<file path="config.mk">
export PLATFORM = sky130hd
export DESIGN_NAME = urxb_receiver
export DESIGN_NICKNAME = d
export VERILOG_FILES = /design/src/shared/urxb_pkg.sv /design/src/verilog/urxb_receiver.sv
export SDC_FILE = /design/constraint.sdc
export NUM_CORES = 1
export LEC_CHECK = 0
export ABC_CLOCK_PERIOD_IN_PS = 1700
export BUFFER_PORTS_ARGS = -buffer_cell sky130_fd_sc_hd__clkbuf_2
export CAP_MARGIN = 20
export CORE_ASPECT_RATIO = 1.2
export CORE_UTILIZATION = 50
export DETAILED_ROUTE_END_ITERATION = 10
export PLACE_DENSITY_LB_ADDON = 0.15
export SLEW_MARGIN = 10
export SYNTH_ARGS = -nofsm -noshare
export SYNTH_HDL_FRONTEND = slang
export SYNTH_SLANG_ARGS = --single-unit
</file>
<file path="constraint.sdc">
create_clock -name sys_clk -period 1.7 [get_ports sys_clk]
set_input_delay 0.51 -clock sys_clk [delete_from_list [all_inputs] [get_ports sys_clk]]
set_output_delay 0.51 -clock sys_clk [all_outputs]
set_load 0.02 [all_outputs]
</file>
<file path="src/shared/urxb_pkg.sv">
package urxb_pkg;
    // Register byte addresses
    localparam logic [3:0] URXB_ADDR_DATA = 4'h0;
    localparam logic [3:0] URXB_ADDR_STAT_A = 4'h4;
    localparam logic [3:0] URXB_ADDR_CTRL_B = 4'h8;
    localparam logic [3:0] URXB_ADDR_CTRL_C = 4'hC;
    // Status A bit positions
    localparam int URXB_BIT_RXC = 7;
    localparam int URXB_BIT_FE = 4;
    localparam int URXB_BIT_DOR = 3;
    localparam int URXB_BIT_PE = 2;
    // Control B bit positions
    localparam int URXB_BIT_IRQEN = 7;
    localparam int URXB_BIT_RECEIVER_ENABLE = 4;
    localparam int URXB_BIT_SZ2 = 2;
    localparam int URXB_BIT_RECEIVED_NINTH_BIT = 1;
    localparam int URXB_BIT_TRANSMIT_NINTH_BIT = 0;
    // Control C bit positions
    localparam int URXB_BIT_PARITY_ENABLE_BIT = 5;
    localparam int URXB_BIT_PARITY_ODD_SELECT = 4;
    localparam int URXB_BIT_STOP_BIT_COUNT_SELECT = 3;
    localparam int URXB_BIT_SZ1 = 2;
    localparam int URXB_BIT_SZ0 = 1;
    // Reset values and sizes
    localparam logic [7:0] URXB_CTRL_B_RST = 8'h00;
    localparam logic [7:0] URXB_CTRL_C_RST = 8'h06;
    localparam logic [2:0] URXB_SIZE_NINE = 3'h7;
    localparam int URXB_DEPTH = 2;
    localparam logic [3:0] URXB_BITS_BASE = 4'h5;
    // Receiver states
    typedef enum logic [2:0] {URXB_IDLE, URXB_DATA, URXB_PAR, URXB_STOP} urxb_state_t;
endpackage : urxb_pkg

</file>
<file path="src/verilog/urxb_receiver.sv">
`timescale 1ns/1ps
// What this block does
// Setting receiver_enable turns receiver on and takes the serial input pin.
// Frame collection starts at a valid start bit; bits sampled on bit strobe.
// Only the first stop bit is examined; any second is ignored.
// After first stop bit the frame moves from shift register into buffer.
// Unused upper data bits read as zero for frames under eight bits.
// Software reads ninth bit and error flags before the low data byte.
// Reading data register advances FIFO; ninth bit and flags follow next entry.
// Receive-complete flag is one exactly while buffer holds unread data.
// Clearing receiver_enable flushes buffer and clears receive-complete flag.
// Interrupt request stays high while flag and enable and global enable set.
// Frame, overrun and parity flags are stored with their frame, read in status A.
// Software writes to the three error flag positions have no effect.
// Error flags never raise an interrupt request.
// Software writes zero to all flag positions of status A.
// Frame error is one when first stop bit sampled zero; stop count ignored.
// Overrun when start bit arrives, buffer full and shift register holds frame.
// Overrun clears when a frame transfers successfully into the buffer.
// With parity checking off the parity error flag reads zero.
// Parity computed over data bits, lower mode bit picks odd or even, compared.
// Parity error set only on mismatch while checking enabled; valid until read.
// Disabling the receiver is immediate and abandons the frame in progress.
// While disabled the serial input pin returns to its port function.
// Software flushes in normal use by reading data until flag reads zero.
// Lower parity-mode bit zero checks even parity, one checks odd.
module urxb_receiver
    import urxb_pkg::*;
(
    // Clock and reset
    input wire logic sys_clk,
    input wire logic resetn,
    // Wishbone slave
    input wire logic wb_cyc_i,
    input wire logic wb_stb_i,
    input wire logic wb_we_i,
    input wire logic [3:0] wb_adr_i,
    input wire logic [3:0] wb_sel_i,
    input wire logic [31:0] wb_dat_i,
    output logic [31:0] wb_dat_o,
    output logic wb_ack_o,
    output logic wb_err_o,
    // Serial line, sampled once per strobe
    input wire logic rx_line,
    input wire logic bit_strobe,
    // Pin ownership and interrupt
    output logic pin_override,
    input wire logic global_irq_enable,
    output logic receive_complete_irq
);
    import urxb_pkg::*;

    ////////////////////////////////////////////////////////////////////////
    // Reset release
    logic rst_s1_q;
    logic rst_n;
    always_ff @(posedge sys_clk or negedge resetn)
    begin
        if (!resetn)
        begin
            rst_s1_q <= 1'b0;
            rst_n <= 1'b0;
        end
        else
        begin
            rst_s1_q <= 1'b1;
            rst_n <= rst_s1_q;
        end
    end

    ////////////////////////////////////////////////////////////////////////
    // Control registers
    logic [7:0] ctrl_b_q;
    logic [7:0] ctrl_c_q;
    logic wb_req;
    logic wr_hit;
    logic rd_data;
    logic receiver_enable;
    logic [2:0] character_size_code;
    logic [3:0] nbits;

    assign wb_req = wb_cyc_i && wb_stb_i && !wb_ack_o && !wb_err_o; // One answer per request
    assign wr_hit = wb_req && wb_we_i && wb_sel_i[0];
    assign rd_data = wb_req && !wb_we_i && (wb_adr_i == URXB_ADDR_DATA);
    assign receiver_enable = ctrl_b_q[URXB_BIT_RECEIVER_ENABLE];
    assign character_size_code = {ctrl_b_q[URXB_BIT_SZ2], ctrl_c_q[URXB_BIT_SZ1], ctrl_c_q[URXB_BIT_SZ0]};
    assign nbits = (character_size_code == URXB_SIZE_NINE) ? 4'h9
                 : (character_size_code[2] ? 4'h8 : URXB_BITS_BASE + {2'b00, character_size_code[1:0]});

    // Control B keeps the receive ninth bit read-only
    always_ff @(posedge sys_clk or negedge rst_n)
    begin
        if (!rst_n)
            ctrl_b_q <= URXB_CTRL_B_RST;
        else if (wr_hit && wb_adr_i == URXB_ADDR_CTRL_B)
            ctrl_b_q <= wb_dat_i[7:0];
    end

    always_ff @(posedge sys_clk or negedge rst_n)
    begin
        if (!rst_n)
            ctrl_c_q <= URXB_CTRL_C_RST;
        else if (wr_hit && wb_adr_i == URXB_ADDR_CTRL_C)
            ctrl_c_q <= wb_dat_i[7:0];
    end

    // Pin handed to receiver only while enabled
    assign pin_override = receiver_enable;

    ////////////////////////////////////////////////////////////////////////
    // Receive shifter
    urxb_state_t state_q;
    logic [8:0] shift_q;
    logic [3:0] cnt_q;
    logic par_err_q;
    logic pending_q;
    logic [8:0] pend_data_q;
    logic pend_fe_q;
    logic pend_pe_q;
    logic ovr_q;
    logic [1:0] count_q;
    logic buf_full;
    logic push;
    logic par_calc;

    assign buf_full = (count_q == 2'(URXB_DEPTH));
    // Even check with odd-select low, odd with it high
    assign par_calc = ^shift_q ^ ctrl_c_q[URXB_BIT_PARITY_ODD_SELECT];

    always_ff @(posedge sys_clk or negedge rst_n)
    begin
        if (!rst_n)
        begin
            state_q <= URXB_IDLE;
            shift_q <= 9'h000;
            cnt_q <= 4'h0;
            par_err_q <= 1'b0;
        end
        else if (!receiver_enable)
            state_q <= URXB_IDLE;
        else if (bit_strobe)
        begin
            case (state_q)
                URXB_IDLE:
                begin
                    if (!rx_line)
                    begin
                        state_q <= URXB_DATA;
                        shift_q <= 9'h000;
                        cnt_q <= 4'h0;
                    end
                end
                URXB_DATA:
                begin
                    shift_q[cnt_q] <= rx_line;
                    cnt_q <= cnt_q + 4'h1;
                    if (cnt_q + 4'h1 == nbits)
                        state_q <= ctrl_c_q[URXB_BIT_PARITY_ENABLE_BIT] ? URXB_PAR : URXB_STOP;
                end
                URXB_PAR:
                begin
                    par_err_q <= par_calc ^ rx_line;
                    state_q <= URXB_STOP;
                end
                URXB_STOP:
                    state_q <= URXB_IDLE;
                default:
                    state_q <= URXB_IDLE;
            endcase
        end
    end

    // Completed frame waits here when buffer is full
    logic stop_done;
    assign stop_done = receiver_enable && bit_strobe && state_q == URXB_STOP;
    logic frame_pe;
    assign frame_pe = ctrl_c_q[URXB_BIT_PARITY_ENABLE_BIT] && par_err_q;

    always_ff @(posedge sys_clk or negedge rst_n)
    begin
        if (!rst_n)
        begin
            pending_q <= 1'b0;
            pend_data_q <= 9'h000;
            pend_fe_q <= 1'b0;
            pend_pe_q <= 1'b0;
        end
        else if (!receiver_enable)
            pending_q <= 1'b0;
        else if (stop_done)
        begin
            pending_q <= 1'b1;
            pend_data_q <= shift_q;
            pend_fe_q <= !rx_line;
            pend_pe_q <= frame_pe;
        end
        else if (push)
            pending_q <= 1'b0;
    end

    // Overrun: start bit seen with buffer full and frame waiting
    always_ff @(posedge sys_clk or negedge rst_n)
    begin
        if (!rst_n)
            ovr_q <= 1'b0;
        else if (!receiver_enable)
            ovr_q <= 1'b0;
        else if (bit_strobe && state_q == URXB_IDLE && !rx_line && pending_q && buf_full)
            ovr_q <= 1'b1;
        else if (push)
            ovr_q <= 1'b0;
    end

    ////////////////////////////////////////////////////////////////////////
    // Two-entry receive buffer
    logic [11:0] fifo_q [URXB_DEPTH];
    logic rd_ptr_q;
    logic wr_ptr_q;
    logic pop;

    assign pop = rd_data && count_q != 2'h0;
    assign push = pending_q && (!buf_full || pop) && !(bit_strobe && state_q == URXB_IDLE && !rx_line && buf_full);

    always_ff @(posedge sys_clk or negedge rst_n)
    begin
        if (!rst_n)
        begin
            count_q <= 2'h0;
            rd_ptr_q <= 1'b0;
            wr_ptr_q <= 1'b0;
        end
        else if (!receiver_enable)
        begin
            count_q <= 2'h0;
            rd_ptr_q <= 1'b0;
            wr_ptr_q <= 1'b0;
        end
        else
        begin
            if (push)
                wr_ptr_q <= !wr_ptr_q;
            if (pop)
                rd_ptr_q <= !rd_ptr_q;
            count_q <= count_q + 2'(push) - 2'(pop);
        end
    end

    // Entry: {fe, dor, pe, data9}; flags are held with their frame
    always_ff @(posedge sys_clk)
    begin
        if (push)
            fifo_q[wr_ptr_q] <= {pend_fe_q, ovr_q, pend_pe_q, pend_data_q};
    end

    ////////////////////////////////////////////////////////////////////////
    // Read view and bus answer
    logic [11:0] head;
    logic receive_complete_flag;
    logic [7:0] data_mask;
    logic [7:0] rd_val;

    assign receive_complete_flag = count_q != 2'h0;
    assign head = receive_complete_flag ? fifo_q[rd_ptr_q] : 12'h000;
    assign data_mask = 8'hFF >> (4'h8 - ((nbits > 4'h8) ? 4'h8 : nbits));

    always_comb
    begin
        rd_val = 8'h00;
        case (wb_adr_i)
            URXB_ADDR_DATA: rd_val = head[7:0] & data_mask;
            URXB_ADDR_STAT_A:
            begin
                rd_val[URXB_BIT_RXC] = receive_complete_flag;
                rd_val[URXB_BIT_FE] = head[11];
                rd_val[URXB_BIT_DOR] = head[10];
                rd_val[URXB_BIT_PE] = head[9];
            end
            URXB_ADDR_CTRL_B:
            begin
                rd_val = ctrl_b_q;
                rd_val[URXB_BIT_RECEIVED_NINTH_BIT] = head[8];
            end
            URXB_ADDR_CTRL_C: rd_val = ctrl_c_q;
            default: rd_val = 8'h00;
        endcase
    end

    always_ff @(posedge sys_clk or negedge rst_n)
    begin
        if (!rst_n)
        begin
            wb_ack_o <= 1'b0;
            wb_err_o <= 1'b0;
            wb_dat_o <= 32'h0000_0000;
        end
        else
        begin
            wb_ack_o <= wb_req && wb_adr_i[1:0] == 2'h0;
            wb_err_o <= wb_req && wb_adr_i[1:0] != 2'h0;
            wb_dat_o <= {24'h000000, rd_val};
        end
    end

    // Only receive-complete drives the request
    assign receive_complete_irq = receive_complete_flag && ctrl_b_q[URXB_BIT_IRQEN] && global_irq_enable;

    ////////////////////////////////////////////////////////////////////////
    // Checks
    // Flag gone one edge after the enable falls
    chk_flush_empty: assert property (@(posedge sys_clk) disable iff (!rst_n)
        $fell(receiver_enable) |=> !receive_complete_flag)
        else $error("buffer not flushed");
    // Pending frame and overrun dropped by the flush too
    chk_flush_all: assert property (@(posedge sys_clk) disable iff (!rst_n)
        $fell(receiver_enable) |=> !pending_q && !ovr_q && count_q == 2'h0)
        else $error("flush incomplete");
    // Flag tracks the entry count
    chk_flag_count: assert property (@(posedge sys_clk) disable iff (!rst_n)
        receive_complete_flag == (count_q != 2'h0))
        else $error("flag mismatch");
    // Request only while data is present
    chk_irq_follows: assert property (@(posedge sys_clk) disable iff (!rst_n)
        receive_complete_irq |-> receive_complete_flag)
        else $error("irq without data");
    // Disabled receiver sits idle
    chk_abort_idle: assert property (@(posedge sys_clk) disable iff (!rst_n)
        !receiver_enable |=> state_q == URXB_IDLE)
        else $error("frame not abandoned");
    // Low sample in idle opens a frame
    chk_start_frame: assert property (@(posedge sys_clk) disable iff (!rst_n)
        receiver_enable && bit_strobe && state_q == URXB_IDLE && !rx_line |=> state_q == URXB_DATA)
        else $error("start bit missed");
    // First stop bit ends the frame
    chk_stop_idle: assert property (@(posedge sys_clk) disable iff (!rst_n)
        stop_done |=> state_q == URXB_IDLE)
        else $error("frame not closed");
    // Completed frame waits for the buffer
    chk_push_frame: assert property (@(posedge sys_clk) disable iff (!rst_n)
        stop_done |=> pending_q)
        else $error("frame not kept");
    // Frame error follows the first stop bit
    chk_fe_stored: assert property (@(posedge sys_clk) disable iff (!rst_n)
        stop_done |=> pend_fe_q == !$past(rx_line))
        else $error("frame error wrong");
    // No parity error while checking is off
    chk_pe_off: assert property (@(posedge sys_clk) disable iff (!rst_n)
        stop_done && !ctrl_c_q[URXB_BIT_PARITY_ENABLE_BIT] |=> !pend_pe_q)
        else $error("parity error while off");
    // Checked parity result kept with the frame
    chk_pe_stored: assert property (@(posedge sys_clk) disable iff (!rst_n)
        stop_done && ctrl_c_q[URXB_BIT_PARITY_ENABLE_BIT] |=> pend_pe_q == $past(par_err_q))
        else $error("parity result lost");
    // Never more than two entries
    chk_no_overfill: assert property (@(posedge sys_clk) disable iff (!rst_n)
        count_q <= 2'(URXB_DEPTH))
        else $error("buffer overfilled");
    // Start bit over a full buffer and a waiting frame
    chk_ovr_set: assert property (@(posedge sys_clk) disable iff (!rst_n)
        receiver_enable && bit_strobe && state_q == URXB_IDLE && !rx_line && pending_q && buf_full |=> ovr_q)
        else $error("overrun missed");
    // Successful transfer clears overrun
    chk_ovr_clear: assert property (@(posedge sys_clk) disable iff (!rst_n)
        push && !stop_done |=> !ovr_q)
        else $error("overrun kept");
    // Data read moves the buffer on
    chk_pop_moves: assert property (@(posedge sys_clk) disable iff (!rst_n)
        pop && !push |=> count_q == $past(count_q) - 2'h1)
        else $error("pop lost");
    // Receiver owns the pin exactly while enabled
    chk_pin_owner: assert property (@(posedge sys_clk) disable iff (!rst_n)
        pin_override == receiver_enable)
        else $error("pin owner wrong");
    // Acknowledge lasts one cycle
    chk_ack_pulse: assert property (@(posedge sys_clk) disable iff (!rst_n)
        wb_ack_o |=> !wb_ack_o)
        else $error("ack held");
    // Error answer lasts one cycle
    chk_err_pulse: assert property (@(posedge sys_clk) disable iff (!rst_n)
        wb_err_o |=> !wb_err_o)
        else $error("err held");
endmodule : urxb_receiver

</file>
==> reports/metrics.yaml <==
status:
  status: "finished, violations left"
  violations: "negative setup slack"
pwr:
  p_leak_uw: 0.00247
  power.density_nw_per_um2: 1260
  irDropWorstVdd_uv: 731
flow_run:
  cap_violations: 0
setup_path:
  crit_slowest_cell: "dfrtp_2"
  cp-start-kind: "flop"
  r2r_cells: 11
  r2r_end: "count_q[1]"
  r2r-start: "wb_err_o"
  worst-path-max-fanout: 2
  cp_data_arrival_time_ns: 2.42
  r2r_setup_slack_ns: -0.48
  path_cells: "and4bb_2 -> and4b_4 -> and2_4 -> o21a_4 -> inv_4 -> ha_4 -> inv_4 -> ha_4 -> xor2_2 -> xnor2_1 -> nor2_1"
  worstSetupPathType: "flop to flop"
  critPathCaptureType: "flop"
  cp_slowest_stage_delay_ns: 0.40
  required_ns: 1.94
clock_network:
  cts-root-buf: "clkbuf_8"
  clock_sinks: 84
  htreeDepth: 3
  clock_latency_ns: 0.36
  clock_path_buffers: 2
  clk_pin_slew_worst_paths_ns: 0.08
  cts_tree: "yes"
  numCtsBuffers: 9
synth:
  synth_seq_cells: 84
  synth_top_area_cell: "dfrtp_1"
  syn_area_per_cell_um2: 12.2
  ys_warn_count: 0
  synth_area_um2: 4170
  seq_area_frac_synth_pct: 53.4
  synthDistinctLibCells: 53
  synth_top_cells_by_count: "58 x dfrtp_1, 36 x mux2_2, 35 x nand2_1"
  ys_async_sr_fraction_pct: 71.4
  synth_top_area_share_pct: 34.8
  yosys_most_used_dff: "dfrtp_1"
  netlist_instances: 341
  synth_most_common_cell: "dfrtp_1"
  synthTopCellsByArea: "dfrtp_1 35%, edfxtp_1 17%, mux2_2 9.7%"
  synth_edf_count: 24
place:
  finalWeightedCongestion: 0.808
  post-place-cells: 509
  port_buffers: 32
  dp_hpwl_um: 6170
detailed_routing:
  drt_iter0_markers: 37
  routed_wl_um: 8700
  via_per_inst: 5.19
  routedWlPerCell_um: 16.1
  drc: 0
  num_vias: 2804
  dr.pass1.iters: 4
  route.antenna.remaining_nets: 0
timing:
  final.setup.tns_ns: -7.19
  period_share_pct: 128
  rsz0062_at_grt: "true"
  slew_violations: 0
  final-hold-violation-count: 0
  setup_violations: 40
  skew_ns: 0.00693
  fin_ws_ns: -0.477
  min_period_ns: 2.18
  max_freq_mhz: 459
grt:
  grt_use_total_pct: 21.5
  grt_pass1_wl_um: 13800
  gr-total-overflow: 0
  antenna_found_initial: 0
  grt_pass1_vias: 2860
  grt_max_degree: 43
final_layout:
  area_growth_pct: 31.1
  nets: 505
  diodes: 0
  final_core_utilization_pct: 67.4
  drive_gt1_share_pct: 45.2
  stdcell_count: 540
floorplan:
  die_x_um: 85.4
  boundaryPins: 84
  initial_core_util_pct: 51.4
  die_height_um: 102
  coreArea_um2: 8110
  rows: 36
  die_area_um2: 8710
worst_hold_path:
  hp-class: "flop to async pin"
final cells by class:
type | count | area, um^2
inverter | 11 | 46.3
tap | 95 | 119
clock inverter | 4 | 75.1
multi-input combinational | 235 | 2080
clock buffer | 11 | 131
timing repair buffer | 100 | 781
fill | 614 | 2640
sequential | 84 | 2230
power by group:
| group | total, uW | switching [uW] | internal [uW] |
|---|---|---|---|
| Sequential | 2750 | 269 | 2480 |
| Combinational | 2640 | 1240 | 1400 |
| Clock | 1520 | 696 | 820 |
cell usage in the layout (no fill, tap or decap), types with 3 or more instances in the layout:
| cell | count |
|---|---|
| conb_1 | 25 |
| ha_4 | 8 |
| dfrtp_1 | 53 |
| nand2b_1 | 4 |
| buf_6 | 11 |
| inv_1 | 6 |
| mux2i_1 | 10 |
| xnor2_1 | 12 |
| buf_4 | 51 |
| nand3_1 | 5 |
| mux2_2 | 21 |
| inv_2 | 3 |
| nor2_4 | 5 |
| and2_4 | 4 |
| o21ai_1 | 3 |
| clkbuf_8 | 10 |
| ha_1 | 7 |
| nor2_1 | 8 |
| nand2_1 | 33 |
| o21ai_0 | 11 |
| edfxtp_1 | 24 |
| nor3_1 | 3 |
| buf_12 | 4 |
| a22o_1 | 10 |
| xor2_1 | 5 |
| clkbuf_2 | 31 |
| dfrtp_2 | 5 |
| mux2_4 | 15 |
registers in the layout, indices dropped and copies added (netlist names), 2 cells and up:
register and flops:
cnt_q 4, count_q 2, ctrl_b_q 7, ctrl_c_q 8, fifo_q 24, pend_data_q 9, shift_q 9, state_q 2
wb_dat_o 8
worst max-delay path: cells and delay by family, from the launching register on:
family	cells	cell delay, ns
adder cells (fa/ha/maj)	2	0.41
AND/OR/NAND/NOR	4	0.76
buffers and inverters	2	0.08
AO/OA/AOI/OAI	1	0.13
flip-flops	1	0.40
XOR/XNOR	2	0.28
logic make-up after synthesis:
| family | Yosys count | synth area share [%] |
|---|---|---|
| flip-flops | 84 | 53.4 |
| AND/OR/NAND/NOR | 80 | 9.87 |
| AO/OA/AOI/OAI | 47 | 8.94 |
| multiplexers | 46 | 12.1 |
| buffers and inverters | 46 | 6.51 |
| XOR/XNOR | 20 | 4.20 |
| adder cells (fa/ha/maj) | 16 | 4.80 |
| other | 2 | 0.180 |
routing by layer:
layer / GRT usage, % / vias up / share of wire (%)
li1: - / 1353 / -
met1: 23.3 / 1385 / 40
met2: 40.3 / 51 / 55
met3: 3.55 / 15 / 2.4
met4: 11.5 / 0 / 2.6
met5: 0 / - / 0
worst max-delay path by stage:
stage | end | cells after the start | startpoint
2_1_floorplan | count_q[1] | 11 | wb_adr_i[1]
3_3_place_gp | count_q[1] | 12 | wb_cyc_i
3_5_place_dp | count_q[1] | 12 | wb_cyc_i
4_1_cts | count_q[1] | 11 | wb_err_o
5_1_grt | count_q[1] | 11 | wb_err_o
6_report | count_q[1] | 11 | wb_err_o
what timing repair did:
action	CTS	global route
gates resized for setup	25	42
buffers inserted	10	10
cloned	2	0
endpoints found under the hold margin	2	0
hold buffers	1	0
endpoints found under the setup margin	45	57
pin swaps	14	13
stage by stage:
step	instance area, um^2	hold WS, ns	total power [uW]	setup WS (ns)
global placement	4850	0.213	4900	-0.547
detailed placement	4850	0.217	4970	-0.580
finish	5470	0.201	6910	-0.477
CTS	5240	0.214	6720	-0.467
floorplan	4360	0.214	4180	-0.516
global route	5470	0.227	7320	-0.564
(Power assumes the default switching activity.)
